<file path="src/sar_adc_regs.vh">
/*
 * Constants of the serial conversion sequencer: state codes, word widths,
 * reset values and sequence counts.
 * Assumes it is included by bare name into the sequencer's design files.
 */
`ifndef SAR_ADC_REGS_VH
`define SAR_ADC_REGS_VH

// ==================================================
// sequencer states
`define ST_IDLE 3'h0
`define ST_CFG 3'h1
`define ST_ACQ 3'h2
`define ST_CONV 3'h3
`define ST_DONE 3'h4

// ==================================================
// widths and field positions
`define RES_W 10
`define RES_MSB 4'h9
`define CFG_BIT_MODE 1'h0
`define CFG_BIT_POL 1'h1
`define SYNC_W 4
`define SYNC_SCLK 2
`define SYNC_CSN 3
`define SYNC_DIN 1
`define SYNC_CMP 0

// ==================================================
// reset and trial values
`define RES_RST 10'h000
`define TRIAL_MSB 10'h200
`define SYNC_RST 4'h8

// ==================================================
// sequence counts, in serial clock periods
`define CFG_BITS 2'h2
`define ACQ_RISES 1'h1
`define TOTAL_SCLK 15

`endif

</file>
<file path="src/pin_sync.v">
/*
 * Two-flop synchroniser for a group of pin inputs.
 * Assumes the inputs are asynchronous to clk_in; only the second stage is read.
 */
`timescale 1ns/1ns
module pin_sync #(
	parameter WIDTH = 4,
	parameter [WIDTH-1:0] RST_VAL = {WIDTH{1'b0}}
) (
	input wire clk_in,
	input wire rst_in,
	input wire [WIDTH-1:0] async_in,
	output wire [WIDTH-1:0] sync_out
);
	reg [WIDTH-1:0] meta_ff;
	reg [WIDTH-1:0] sync_ff;

	always @(posedge clk_in) begin
		if (rst_in) begin
			meta_ff <= RST_VAL;
			sync_ff <= RST_VAL;
		end else begin
			meta_ff <= async_in;
			sync_ff <= meta_ff;
		end
	end

	assign sync_out = sync_ff;
endmodule

</file>
<file path="src/sar_adc_serial_sequencer.v">
/*
 * Serial control and conversion sequencer of a 10-bit successive
 * approximation converter with a two-input front-end multiplexer.
 * Assumes: select_bar_n_in, serial_clock_in, serial_in and comparator_in
 * are asynchronous pins; the serial clock is far slower than clk_in
 * (at least six clk_in periods per half period); the analog side
 * closes its sample switches on track_out, holds both inputs at once when
 * it falls, and settles comparator_in well within half a serial period.
 */
`timescale 1ns/1ns
`include "sar_adc_regs.vh"

// What this block does
// (RULE1) leading zeros before start bit are ignored
// (RULE2) select low plus start bit begins conversion
// (RULE3) two config bits follow start, latched
// (RULE4) config bit zero differential, one single-ended
// (RULE5) polarity bit chooses which input is positive
// (RULE6) differential inputs held in one instant
// (RULE7) acquisition spans one and a half periods
// (RULE8) msb tried first, decision driven at once
// (RULE9) remaining bits resolved and shifted out serially
// (RULE10) whole conversion takes fifteen serial periods
// (RULE11) result is straight binary
// (RULE12) host raises select between conversions
// (RULE13) output floats while select is high
// (RULE14) select high then low rearms start
// (RULE15) sample input on rise, update output on fall
// (RULE16) select rising mid-conversion abandons it
module sar_adc_serial_sequencer (
	input wire clk_in,
	input wire rst_in,
	input wire select_bar_n_in,
	input wire serial_clock_in,
	input wire serial_in,
	input wire comparator_in,
	output reg serial_out,
	output reg serial_out_en_out,
	output reg track_out,
	output reg mux_single_ended_out,
	output reg mux_b_positive_out,
	output reg [`RES_W-1:0] dac_code_out,
	output reg [`RES_W-1:0] result_out,
	output reg done_out
);
	// ==================================================
	// pin synchronisers
	wire [`SYNC_W-1:0] pins_sync;
	wire sclk_s;
	wire csn_s;
	wire din_s;
	wire cmp_s;

	pin_sync #(
		.WIDTH(`SYNC_W),
		.RST_VAL(`SYNC_RST)
	) u_pin_sync (
		.clk_in(clk_in),
		.rst_in(rst_in),
		.async_in({select_bar_n_in, serial_clock_in, serial_in, comparator_in}),
		.sync_out(pins_sync)
	);

	assign sclk_s = pins_sync[`SYNC_SCLK];
	assign csn_s = pins_sync[`SYNC_CSN];
	assign din_s = pins_sync[`SYNC_DIN];
	assign cmp_s = pins_sync[`SYNC_CMP];

	// ==================================================
	// serial clock edge detection
	reg sclk_prev_ff;
	wire sclk_rise;
	wire sclk_fall;

	always @(posedge clk_in) begin
		if (rst_in) begin
			sclk_prev_ff <= 1'b0;
		end else begin
			sclk_prev_ff <= sclk_s;
		end
	end

	assign sclk_rise = sclk_s & ~sclk_prev_ff; // see (RULE15)
	assign sclk_fall = ~sclk_s & sclk_prev_ff; // see (RULE15)

	// ==================================================
	// sequencer state
	reg [2:0] state_ff;
	reg [2:0] nxt_state;
	reg [1:0] cfg_cnt_ff;
	reg [1:0] nxt_cfg_cnt;
	reg acq_rise_ff;
	reg nxt_acq_rise;
	reg [3:0] bit_idx_ff;
	reg [3:0] nxt_bit_idx;
	reg nxt_serial_out;
	reg nxt_serial_out_en;
	reg nxt_track;
	reg nxt_mux_single;
	reg nxt_mux_b_pos;
	reg [`RES_W-1:0] nxt_dac_code;
	reg [`RES_W-1:0] nxt_result;
	reg nxt_done;

	always @* begin
		nxt_state = state_ff;
		nxt_cfg_cnt = cfg_cnt_ff;
		nxt_acq_rise = acq_rise_ff;
		nxt_bit_idx = bit_idx_ff;
		nxt_serial_out = serial_out;
		nxt_serial_out_en = serial_out_en_out;
		nxt_track = track_out;
		nxt_mux_single = mux_single_ended_out;
		nxt_mux_b_pos = mux_b_positive_out;
		nxt_dac_code = dac_code_out;
		nxt_result = result_out;
		nxt_done = 1'b0;
		if (csn_s) begin
			// deselect aborts anything in flight and rearms
			nxt_state = `ST_IDLE; // see (RULE16) see (RULE14) see (RULE12)
			nxt_serial_out_en = 1'b0; // see (RULE13)
			nxt_serial_out = 1'b0;
			nxt_track = 1'b0; // see (RULE16)
			nxt_cfg_cnt = 2'h0;
			nxt_acq_rise = 1'b0;
		end else begin
			case (state_ff)
				`ST_IDLE: begin
					// zeros leave us here; the first one is the start bit
					if (sclk_rise && din_s) begin
						nxt_state = `ST_CFG; // see (RULE1) see (RULE2)
						nxt_cfg_cnt = 2'h0;
					end
				end
				`ST_CFG: begin
					if (sclk_rise) begin
						// widened on purpose: the field position is one bit, the count two
						if (cfg_cnt_ff == {1'b0, `CFG_BIT_MODE}) begin
							nxt_mux_single = din_s; // see (RULE3) see (RULE4)
							nxt_cfg_cnt = cfg_cnt_ff + 2'h1;
						end else begin
							nxt_mux_b_pos = din_s; // see (RULE3) see (RULE5)
							nxt_cfg_cnt = `CFG_BITS;
							nxt_state = `ST_ACQ;
							// tracking opens on the polarity rise
							nxt_track = 1'b1; // see (RULE7)
							nxt_acq_rise = 1'b0;
						end
					end
				end
				`ST_ACQ: begin
					if (sclk_rise) begin
						nxt_acq_rise = `ACQ_RISES;
					end else if (sclk_fall && acq_rise_ff) begin
						// one rise plus half a period after opening: hold
						nxt_track = 1'b0; // see (RULE7) see (RULE6)
						nxt_dac_code = `TRIAL_MSB; // see (RULE8)
						nxt_result = `RES_RST;
						nxt_bit_idx = `RES_MSB;
						nxt_serial_out_en = 1'b1;
						nxt_serial_out = 1'b0;
						nxt_state = `ST_CONV;
					end
				end
				`ST_CONV: begin
					if (sclk_fall) begin
						// comparator high means trial level below input
						nxt_result[bit_idx_ff] = cmp_s; // see (RULE8) see (RULE11)
						nxt_dac_code[bit_idx_ff] = cmp_s;
						nxt_serial_out = cmp_s; // see (RULE9) see (RULE15)
						if (bit_idx_ff == 4'h0) begin
							nxt_state = `ST_DONE; // see (RULE10)
							nxt_done = 1'b1;
						end else begin
							nxt_dac_code[bit_idx_ff-4'h1] = 1'b1; // see (RULE9)
							nxt_bit_idx = bit_idx_ff - 4'h1;
						end
					end
				end
				`ST_DONE: begin
					// lsb stays on the pin; a new start needs deselect
					nxt_state = `ST_DONE; // see (RULE12)
				end
				default: begin
					nxt_state = `ST_IDLE;
					nxt_serial_out_en = 1'b0;
					nxt_track = 1'b0;
				end
			endcase
		end
	end

	always @(posedge clk_in) begin
		if (rst_in) begin
			state_ff <= `ST_IDLE;
			cfg_cnt_ff <= 2'h0;
			acq_rise_ff <= 1'b0;
			bit_idx_ff <= 4'h0;
			serial_out <= 1'b0;
			serial_out_en_out <= 1'b0;
			track_out <= 1'b0;
			mux_single_ended_out <= 1'b0;
			mux_b_positive_out <= 1'b0;
			dac_code_out <= `RES_RST;
			result_out <= `RES_RST;
			done_out <= 1'b0;
		end else begin
			state_ff <= nxt_state;
			cfg_cnt_ff <= nxt_cfg_cnt;
			acq_rise_ff <= nxt_acq_rise;
			bit_idx_ff <= nxt_bit_idx;
			serial_out <= nxt_serial_out;
			serial_out_en_out <= nxt_serial_out_en;
			track_out <= nxt_track;
			mux_single_ended_out <= nxt_mux_single;
			mux_b_positive_out <= nxt_mux_b_pos;
			dac_code_out <= nxt_dac_code;
			result_out <= nxt_result;
			done_out <= nxt_done;
		end
	end
endmodule

</file>
<file path="config.mk">
export PLATFORM = sky130hd
export DESIGN_NAME = sar_adc_serial_sequencer
export DESIGN_NICKNAME = d
export VERILOG_FILES = /design/src/pin_sync.v /design/src/sar_adc_serial_sequencer.v
export VERILOG_INCLUDE_DIRS = /design/src
export SDC_FILE = /design/constraint.sdc
export NUM_CORES = 1
export LEC_CHECK = 0
export ABC_AREA = 1
export BUFFER_PORTS_ARGS = -buffer_cell sky130_fd_sc_hd__clkbuf_2
export CAP_MARGIN = 20
export CORE_MARGIN = 5
export CORE_UTILIZATION = 45
export CTS_CLUSTER_SIZE = 24
export DETAILED_ROUTE_END_ITERATION = 8
export GPL_TIMING_DRIVEN = 1
export SETUP_SLACK_MARGIN = 0.1
export SLEW_MARGIN = 20
export SYNTH_ARGS = -nofsm -noshare
export SYNTH_HDL_FRONTEND = slang
export SYNTH_SLANG_ARGS = --single-unit
</file>
<file path="constraint.sdc">
create_clock -name clk_in -period 1.7 [get_ports clk_in]
set_input_delay 0 -clock clk_in [delete_from_list [all_inputs] [get_ports clk_in]]
set_output_delay 0 -clock clk_in [all_outputs]
set_load 0.01 [all_outputs]
</file>
==> results of run 1 <==
[worst max path at each step]
stage | to | start | slack (ns) | cells past startpoint
finish | result_out[9] | bit_idx_ff[1] | 0.19 | 7
detailed placement | result_out[9] | bit_idx_ff[1] | 0.11 | 7
global route | state_ff[1] | bit_idx_ff[1] | 0.06 | 9
floorplan | dac_code_out[1] | bit_idx_ff[0] | 0.22 | 9
global placement | result_out[9] | bit_idx_ff[1] | 0.13 | 7
CTS | result_out[9] | bit_idx_ff[1] | 0.16 | 7
[cell families (layout without fill, tap and decap cells)]
family | Yosys count | count (layout) | share of synthesized area, %
buffers and inverters | 51 | 99 | 10.7
and+or+nand+nor | 201 | 201 | 39.9
DFF | 45 | 45 | 38.2
AOI/OAI and AO/OA | 35 | 35 | 7.53
adders and majority gates | 7 | 7 | 3.71
[what timing repair did]
item / 4_1_cts / 5_1_grt
setup endpoints to repair: 1 / 25
pin swaps: 0 / 1
buffers inserted: 0 / 1
endpoints found under the hold margin: 4 / 0
hold buffers: 4 / 0
gates resized for setup: 1 / 8
[cell type report]
cell class / count / area (sq um)
repair buffers: 50 / 320
inverters: 41 / 155
well taps: 70 / 87.6
clock buffers: 5 / 68.8
clock inverters: 3 / 25.0
flip-flops and latches: 45 / 906
fillers: 530 / 2330
multi-input cells: 243 / 1220
[per-stage QoR]
stage	hold WS, ns	instances	total power, mW	setup WS [ns]	cell area [sq um]
finish	0.0381	457	1.80	0.189	2780
global route	0.0506	457	1.89	0.0564	2780
CTS	0.0487	456	1.83	0.159	2760
detailed placement	0.189	444	1.14	0.111	2620
global placement	0.184	444	1.14	0.128	2620
floorplan	0.104	339	1.13	0.218	2360
[cells in the mapped netlist, types with 3 or more instances]
library cell	number
nand2_1	89
dfxtp_1	45
nand3_1	45
inv_1	39
nor2_1	34
a21oi_1	32
ha_1	7
nand3b_1	7
nor2_2	7
buf_6	6
nand2_2	5
nor3_1	3
or2_2	3
[registers in the layout, indices dropped and copies added (netlist names), 2 cells and up]
name,cells
state_ff,3
u_pin_sync.meta_ff,4
u_pin_sync.sync_out,4
cfg_cnt_ff,2
result_out,10
dac_code_out,10
bit_idx_ff,4
[metal layers]
layer | wire (microns) | up-vias | GRT usage (%)
met4 | 72 | 0 | 4.82
met5 | 0 | - | 0
met2 | 2350 | 47 | 25.6
met3 | 286 | 8 | 3.90
li1 | - | 1171 | -
met1 | 2850 | 976 | 26.7
[power breakdown]
group          switching [mW]  internal [mW]  total (mW)  leakage (nW)
Clock                   0.384          0.297       0.681        0.0447
Combinational          0.0339         0.0212      0.0551         0.784
Sequential            0.00428           1.06        1.07         0.366
==> impl_metrics.py, run 1 <==
metrics = {
    "run_status": {
        "status": "finished, final reports clean",
    },
    "cts": {
        "cts_max_level": 2,
        "cts_root_buf": "clkbuf_8",
        "cts_buffers": 5,
        "tritoncts": "yes",
        "clk_path_buf_depth": 2,
        "cts.clk_slew.worst_paths_ns": 0.09,
        "clock_sinks": 45,
        "clock_latency_ns": 0.30,
    },
    "setup_path": {
        "worstSetupPathType": "reg2reg",
        "slowest_stage": "dfxtp_2",
        "cp_data_required_time_ns": 1.93,
        "timing.critical_path.buf_inv": 1,
        "cp_cell_sequence": "inv_1, ha_2, and3_1, or2_2, nand2_1, nand2_1, a21oi_1",
        "cp_data_arrival_time_ns": 1.74,
        "r2r_slack_ns": 0.19,
        "timing.rr.start": "bit_idx_ff[1]",
        "rr_endpoint": "result_out[9]",
        "start_kind": "register",
        "critPathCaptureType": "register",
        "slowest_delay_ns": 0.39,
        "cpMostUsedCell": "nand2_1",
        "crit_family": "simple AND/OR/NAND/NOR gates",
        "reg2reg_depth": 7,
        "crit_fanout": 6,
    },
    "sta": {
        "finalSetupViolations": 0,
        "tightest_slew_ns": 0.254,
        "rsz0062_at_grt": "true",
        "period_needed_ns": 1.51,
        "hold_viol": 0,
        "max_freq_ghz": 0.662,
        "fin_crit_sh_pct": 88.9,
        "drv_slew": 0,
        "final.setup.tns_ns": 0,
        "relSlewSlack_pct": 82.9,
        "fin_skew_ns": 0.00844,
    },
    "global_route": {
        "grtUsageTotal_pct": 17.9,
        "grt-ovfl-total": 0,
        "antenna_found_initial": 0,
        "grt_pass1_vias": 1953,
        "grt_max_degree": 22,
        "grt_pass1_wl_microns": 9380,
    },
    "synth": {
        "avgSynthCellArea_sq_um": 6.96,
        "synthDistinctLibCells": 28,
        "synth_flop_cell": "dfxtp_1",
        "synth-edff-count": 0,
        "ys_ff_latch": 45,
        "async_flop_share_pct": 0,
        "synth_top_area_share_pct": 38.2,
        "synth_area_sq_um": 2360,
        "syn-instance-count": 339,
        "synth_top_area_cell": "dfxtp_1",
        "syn-num-nets": 352,
        "ys_warn_count": 0,
        "synthTopCellsByArea": "dfxtp_1 38%, nand2_1 14%, nand3_1 9.5%",
        "ys_seq_area_share_pct": 38.2,
    },
    "final_layout": {
        "final_nets": 399,
        "syn_to_final_growth_pct": 17.9,
        "antenna_cells": 0,
        "drive_above_1_share_pct": 22.2,
        "layout_common_cells": "88 x nand2_1, 45 x nand3_1, 41 x dfxtp_1, 39 x inv_1",
        "post-route-util_pct": 54.5,
        "final_common_cell": "nand2_1",
    },
    "drt": {
        "first_pass_iters": 4,
        "via_count": 2202,
        "first_iter_violations": 157,
        "totalWireLength_microns": 5560,
        "wl_per_cell_microns": 12.2,
        "ant_nets": 0,
        "drc": 0,
        "vias_per_cell": 4.82,
    },
    "power": {
        "power_density_nw_per_um2": 648,
        "ir_drop_mv": 0.415,
        "power_leakage_nw": 1.19,
    },
    "die": {
        "dieArea_sq_um": 6790,
        "io_pins": 32,
        "start_util_pct": 46.2,
        "fp.dieH_microns": 82.4,
        "core_region_area_sq_um": 5110,
        "rows": 26,
        "die_w_microns": 82.4,
    },
    "placement": {
        "port_buffers": 31,
        "place.detailed.hpwl_microns": 4180,
        "gp_congestion": 0.881,
    },
    "min_path": {
        "min_path_type": "in2reg",
        "hp-start": "rst_in",
        "hold_path_depth": 2,
        "worst_hold_path.endpoint": "result_out[0]",
    },
    "job": {
        "maxCapViolations": 0,
    },
}
Note: power is estimated with default switching activity, not from simulation.
==> run 2: changes to the inputs <==
--- a/config.mk
+++ b/config.mk
@@ -14,6 +14,7 @@
 export CTS_CLUSTER_SIZE = 24
 export DETAILED_ROUTE_END_ITERATION = 8
 export GPL_TIMING_DRIVEN = 1
+export HOLD_SLACK_MARGIN = 0.06
 export SETUP_SLACK_MARGIN = 0.1
 export SLEW_MARGIN = 20
 export SYNTH_ARGS = -nofsm -noshare
==> run 2 against run 1 <==
Net effect: routed wire length increased by 0.68%; cell area increased by 1.1%; critical path depth unchanged; utilization increased by 0.59 points; setup slack got worse by 0.0054 ns; global-route usage about the same; largest power group unchanged; via count increased by 0.64%.
==> impl_metrics.py, run 2 (synthesis results as in run 1) <==
metrics = {
    "run_status": {
        "status": "finished, final reports clean",
    },
    "power": {
        "ir_drop_mv": 0.424,
        "swShare_pct": 23.4,
        "switching_power_mw": 0.424,
        "p_comb_share_pct": 3.3,
        "pwr-share-seq_pct": 59.0,
        "power_leakage_nw": 1.21,
        "power.total_mw": 1.81,
        "p_clk_share_pct": 37.7,
        "power_density_nw_per_um2": 643,
        "power.internal_mw": 1.38,
    },
    "drt": {
        "dr_wl_met2_microns": 2380,
        "first_pass_iters": 4,
        "top_layer_used": "met4",
        "drc": 0,
        "wl_per_cell_microns": 12.2,
        "via_count": 2216,
        "totalWireLength_microns": 5590,
        "vias_per_cell": 4.82,
        "met1Wirelength_microns": 2860,
        "first_iter_violations": 155,
        "wl_met3_microns": 279,
        "ant_nets": 0,
    },
    "final_layout": {
        "layout.area.seq_sq_um": 906,
        "drive_above_1_share_pct": 22.1,
        "antenna_cells": 0,
        "multi_input_area_sq_um": 1220,
        "syn_to_final_growth_pct": 19.1,
        "final_common_cell": "nand2_1",
        "fillers": 529,
        "reg_top3": "dac_code_out x10, result_out x10",
        "layout_common_cells": "88 x nand2_1, 45 x nand3_1, 41 x dfxtp_1, 39 x inv_1",
        "final_nets": 402,
    },
    "cts": {
        "clk_path_buf_depth": 2,
        "cts_root_buf": "clkbuf_8",
        "cts_buffers": 5,
        "clock_sinks": 45,
        "cts_max_level": 2,
        "tritoncts": "yes",
        "cts.clk_slew.worst_paths_ns": 0.09,
        "clock_latency_ns": 0.30,
    },
    "die": {
        "rows": 26,
        "start_util_pct": 46.2,
        "io_pins": 32,
        "dieArea_sq_um": 6790,
        "core_region_area_sq_um": 5110,
        "fp.dieH_microns": 82.4,
        "die_w_microns": 82.4,
    },
    "sta": {
        "period_needed_ns": 1.52,
        "final.setup.tns_ns": 0,
        "fin_crit_sh_pct": 89.2,
        "tightest_slew_ns": 0.264,
        "rsz0062_at_grt": "true",
        "max_freq_ghz": 0.659,
        "fin_skew_ns": 0.00840,
        "layout_setup_ws_ns": 0.183,
        "finalSetupViolations": 0,
        "hold_viol": 0,
        "drv_slew": 0,
        "relSlewSlack_pct": 82.4,
    },
    "min_path": {
        "hold_path_depth": 2,
        "hp-start": "u_pin_sync.meta_ff[2]",
        "min_path_type": "reg2reg",
        "worst_hold_path.endpoint": "u_pin_sync.sync_out[2]",
    },
    "setup_path": {
        "reg2reg_depth": 7,
        "timing.rr.start": "bit_idx_ff[1]",
        "critPathCaptureType": "register",
        "worstSetupPathType": "reg2reg",
        "cp_data_required_time_ns": 1.93,
        "r2r_slack_ns": 0.18,
        "start_kind": "register",
        "cp_data_arrival_time_ns": 1.75,
        "rr_endpoint": "result_out[9]",
        "crit_fanout": 6,
    },
    "placement": {
        "place_ws_ns": 0.111,
        "gp_congestion": 0.881,
        "port_buffers": 31,
        "place.detailed.hpwl_microns": 4180,
    },
    "global_route": {
        "grt-ovfl-total": 0,
        "grtUsageTotal_pct": 17.8,
        "grt_pass1_wl_microns": 9350,
        "antenna_found_initial": 0,
        "grt_pass1_vias": 1936,
        "grt_max_degree": 22,
    },
    "job": {
        "maxCapViolations": 0,
    },
}
## run 2: cell count changes in the layout (fill, tap and decap cells not counted), sizes merged
cell,previous run,this run
dlygate4sd3,4,7
## run 2: critical path, stage by stage (launching register included)
cell,delay (ns)
dfxtp_2,0.39
inv_1,0.11
ha_2,0.21
and3_1,0.23
or2_2,0.29
nand2_1,0.07
nand2_1,0.04
a21oi_1,0.12
## run 2: power by group through the flow
stage	registers [mW]	clock network, mW	logic, mW
after floorplan	1.09	0	0.0359
after global placement	1.09	0	0.0477
after detailed placement	1.09	0	0.0479
after CTS	1.07	0.710	0.0603
after global routing	1.07	0.757	0.0679
final	1.07	0.681	0.0604
## run 2: cell type report
type	instances	share of cell area, %
Clock buffer	5	2.45
Clock inverter	3	0.890
Inverter	41	5.52
Multi-Input combinational cell	243	43.3
Sequential cell	45	32.2
Tap cell	70	3.12
Timing Repair Buffer	53	12.5
## run 2: per-layer routing
| layer | track usage (%) | vias up |
|---|---|---|
| met2 | 25.4 | 47 |
| li1 | - | 1176 |
| met1 | 26.7 | 985 |
| met3 | 3.90 | 8 |
| met4 | 4.82 | 0 |
| met5 | 0 | - |
## run 2: how the worst max path moves through the flow
| stage | startpoint | depth (start not counted) | slack [ns] | endpoint |
|---|---|---|---|---|
| floorplan | bit_idx_ff[0] | 9 | 0.22 | dac_code_out[1] |
| global placement | bit_idx_ff[1] | 7 | 0.13 | result_out[9] |
| detailed placement | bit_idx_ff[1] | 7 | 0.11 | result_out[9] |
| CTS | bit_idx_ff[1] | 7 | 0.16 | result_out[9] |
| global route | bit_idx_ff[1] | 9 | 0.06 | state_ff[1] |
| finish | bit_idx_ff[1] | 7 | 0.18 | result_out[9] |
## run 2: timing repair
item,4_1_cts,5_1_grt
gates resized for setup,1,8
endpoints found under the hold margin,11,0
buffers inserted,0,1
pin swaps,0,1
endpoints found under the setup margin,1,25
cloned,0,0
hold buffers,7,0
## run 2: stage by stage
step / area (sq um) / std cells / hold WS [ns] / util, %
floorplan: 2360 / 339 / 0.104 / -
global placement: 2620 / 444 / 0.184 / 51.3
detailed placement: 2620 / 444 / 0.189 / 51.3
CTS: 2790 / 459 / 0.415 / 54.6
global route: 2810 / 460 / 0.432 / 55.0
finish: 2810 / 460 / 0.411 / 55.0
==> run 3: changes to the inputs <==
--- a/config.mk
+++ b/config.mk
@@ -6,7 +6,7 @@
 export SDC_FILE = /design/constraint.sdc
 export NUM_CORES = 1
 export LEC_CHECK = 0
-export ABC_AREA = 1
+export ABC_AREA = 0
 export BUFFER_PORTS_ARGS = -buffer_cell sky130_fd_sc_hd__clkbuf_2
 export CAP_MARGIN = 20
 export CORE_MARGIN = 5
==> run 3 against run 2 <==
Net effect: utilization is 3.6 points higher; via count decreased by 2.1%; cell area grew 5.9%; non-clock buffer count increased by 19; highest routed layer unchanged.
==> impl_metrics.py, run 3 <==
metrics = {
    "sta": {
        "period_needed_ns": 1.56,
        "drv_slew": 0,
        "relSlewSlack_pct": 71.3,
        "fin_crit_sh_pct": 91.8,
        "tightest_slew_ns": 0.431,
        "fin_skew_ns": 0.00946,
        "finalSetupViolations": 0,
        "hold_viol": 0,
        "final.setup.tns_ns": 0,
        "max_freq_ghz": 0.641,
        "rsz0062_at_grt": "true",
    },
    "placement": {
        "place.detailed.hpwl_microns": 4250,
        "gp_congestion": 0.844,
        "port_buffers": 31,
        "placedCellCount": 378,
    },
    "final_layout": {
        "reg_top3": "dac_code_out x10, result_out x10",
        "antenna_cells": 0,
        "syn_to_final_growth_pct": 27.2,
        "final_common_cell": "dfxtp_1",
        "layout_common_cells": "41 x dfxtp_1, 32 x buf_4, 31 x clkbuf_2, 22 x a21oi_1, 17 x nor2_1",
        "final_cells": 396,
        "drive_above_1_share_pct": 32.8,
        "final_nets": 338,
    },
    "synth": {
        "synthTopCellsByArea": "dfxtp_1 38%, a21oi_1 4.9%, nor2b_1 4.3%",
        "synth.most_common_cell": "dfxtp_1",
        "synth_top_area_share_pct": 38.5,
        "avgSynthCellArea_sq_um": 8.74,
        "ys_seq_area_share_pct": 38.5,
        "async_flop_share_pct": 0,
        "syn-num-nets": 281,
        "synth_top_area_cell": "dfxtp_1",
        "syn-instance-count": 268,
        "ys_ff_latch": 45,
        "synthDistinctLibCells": 55,
        "synth_area_sq_um": 2340,
        "synth_common_cells": "45 x dfxtp_1, 23 x a21oi_1, 20 x nor2_1",
        "synth_flop_cell": "dfxtp_1",
        "ys_warn_count": 0,
        "synth-edff-count": 0,
    },
    "power": {
        "p_comb_share_pct": 3.4,
        "swShare_pct": 24.3,
        "p_clk_share_pct": 38.1,
        "power.internal_mw": 1.38,
        "power_density_nw_per_um2": 613,
        "pwr-share-seq_pct": 58.5,
        "ir_drop_mv": 0.451,
        "switching_power_mw": 0.443,
        "power_leakage_nw": 1.22,
    },
    "setup_path": {
        "crit_fanout": 7,
        "worstSetupPathType": "reg2reg",
        "start_kind": "register",
        "crit_path_start": "bit_idx_ff[1]",
        "cp_data_arrival_time_ns": 1.77,
        "slowest_stage": "or3b_4",
        "slowest_delay_ns": 0.43,
        "crit_family": "simple AND/OR/NAND/NOR gates",
        "cp_data_required_time_ns": 1.91,
        "cp_cell_sequence": "inv_2, ha_4, or3b_4, nor2_4, o21ai_1, and3b_1",
        "critPathCaptureType": "register",
        "timing.rr.start": "bit_idx_ff[1]",
        "timing.critical_path.buf_inv": 1,
    },
    "drt": {
        "wl_per_cell_microns": 15.4,
        "ant_nets": 0,
        "via_count": 2169,
        "drc": 0,
        "vias_per_cell": 5.48,
        "first_iter_violations": 173,
        "totalWireLength_microns": 6110,
        "first_pass_iters": 4,
    },
    "global_route": {
        "grt-ovfl-total": 0,
        "antenna_found_initial": 0,
        "grt_pass1_wl_microns": 10200,
        "grtUsageTotal_pct": 19.8,
        "grt_pass1_vias": 2035,
        "grt_max_degree": 34,
    },
    "die": {
        "core_region_area_sq_um": 5070,
        "start_util_pct": 46.1,
        "dieArea_sq_um": 6740,
        "fp.dieH_microns": 82.1,
        "die_w_microns": 82.1,
        "io_pins": 32,
        "rows": 26,
    },
    "cts": {
        "cts.clk_slew.worst_paths_ns": 0.10,
        "cts_buffers": 5,
        "clock_latency_ns": 0.30,
        "cts_root_buf": "clkbuf_8",
        "clock_sinks": 45,
        "tritoncts": "yes",
        "cts_max_level": 2,
        "clk_path_buf_depth": 2,
    },
    "min_path": {
        "min_path_type": "in2reg",
        "hp-start": "rst_in",
    },
    "job": {
        "maxCapViolations": 0,
    },
    "run_status": {
        "status": "finished, final reports clean",
    },
}
run 3: cell types whose count changed after synthesis, sizes merged, moves of 7 or more:
cell / previous run / this run
a21oi: 32 / 23
inv: 40 / 5
nor2: 43 / 20
nand3: 46 / 11
nand2: 96 / 14
o21ai: 2 / 22
clkbuf: 2 / 12
a22o: 0 / 9
nor2b: 0 / 16
a21o: 0 / 7
run 3: area by class of cell:
class	count	area [sq um]
inverter	5	21.3
clock inverter	3	21.3
timing repair buffer	72	518
clock buffer	5	68.8
sequential	45	911
tap	70	87.6
multi-input combinational	196	1350
fill	483	2100
run 3: power by group through the flow:
stage | sequential (mW) | clock, mW | combinational (mW)
global placement | 1.09 | 0 | 0.0530
global route | 1.07 | 0.766 | 0.0686
CTS | 1.07 | 0.716 | 0.0607
detailed placement | 1.09 | 0 | 0.0533
finish | 1.07 | 0.696 | 0.0620
floorplan | 1.09 | 0 | 0.0339
run 3: what timing repair did:
| action | in CTS | in global routing |
|---|---|---|
| setup endpoints to repair | 6 | 18 |
| buffers inserted | 2 | 4 |
| pin swaps | 1 | 4 |
| endpoints found under the hold margin | 4 | 0 |
| hold buffers | 4 | 0 |
| resized for setup | 5 | 13 |
run 3: stage by stage:
stage          util, %  instance area [sq um]  total power [mW]  hold WS, ns  setup WS, ns
2_1_floorplan        -                   2350              1.13        0.104        0.0686
4_1_cts           57.0                   2890              1.84        0.168         0.106
6_report          58.7                   2980              1.82        0.179         0.140
5_1_grt           58.7                   2980              1.90        0.192        0.0598
3_3_place_gp      53.4                   2710              1.15        0.183        0.0968
3_5_place_dp      53.4                   2710              1.15        0.192        0.0625
run 3: path summary, 6_finish.rpt:
| path | endpoint | slack [ns] | depth (start not counted) |
|---|---|---|---|
| hold / removal | mux_single_ended_out | 0.18 | 3 |
| setup reg to reg | bit_idx_ff[0] | 0.14 | 6 |
| setup / recovery | bit_idx_ff[0] | 0.14 | 6 |
| hold reg to reg | u_pin_sync.sync_out[3] | 0.43 | 1 |
run 3: worst reg2reg max path, delay by kind of cell, from the launching register on:
family                     cells  cell delay [ns]
AOI/OAI and AO/OA              1             0.07
adders and majority gates      1             0.18
buffers and inverters          1             0.11
DFF                            1             0.37
and+or+nand+nor                3             0.73
run 3: routing by layer:
layer | routed length [microns] | vias up | track usage (%)
met2 | 2560 | 54 | 27.8
li1 | - | 1095 | -
met4 | 49 | 0 | 5.32
met1 | 3230 | 1016 | 30.2
met5 | 0 | - | 0
met3 | 265 | 4 | 4.23
run 3: kinds of logic (layout without fill, tap and decap cells):
group | after synthesis | after routing | share of synthesized area (%)
buf+inv | 27 | 85 | 6.36
flops | 45 | 45 | 38.5
compound gates | 89 | 89 | 25.0
fa+ha+maj | 7 | 7 | 3.74
mux | 3 | 3 | 1.34
simple gates | 97 | 97 | 25.1
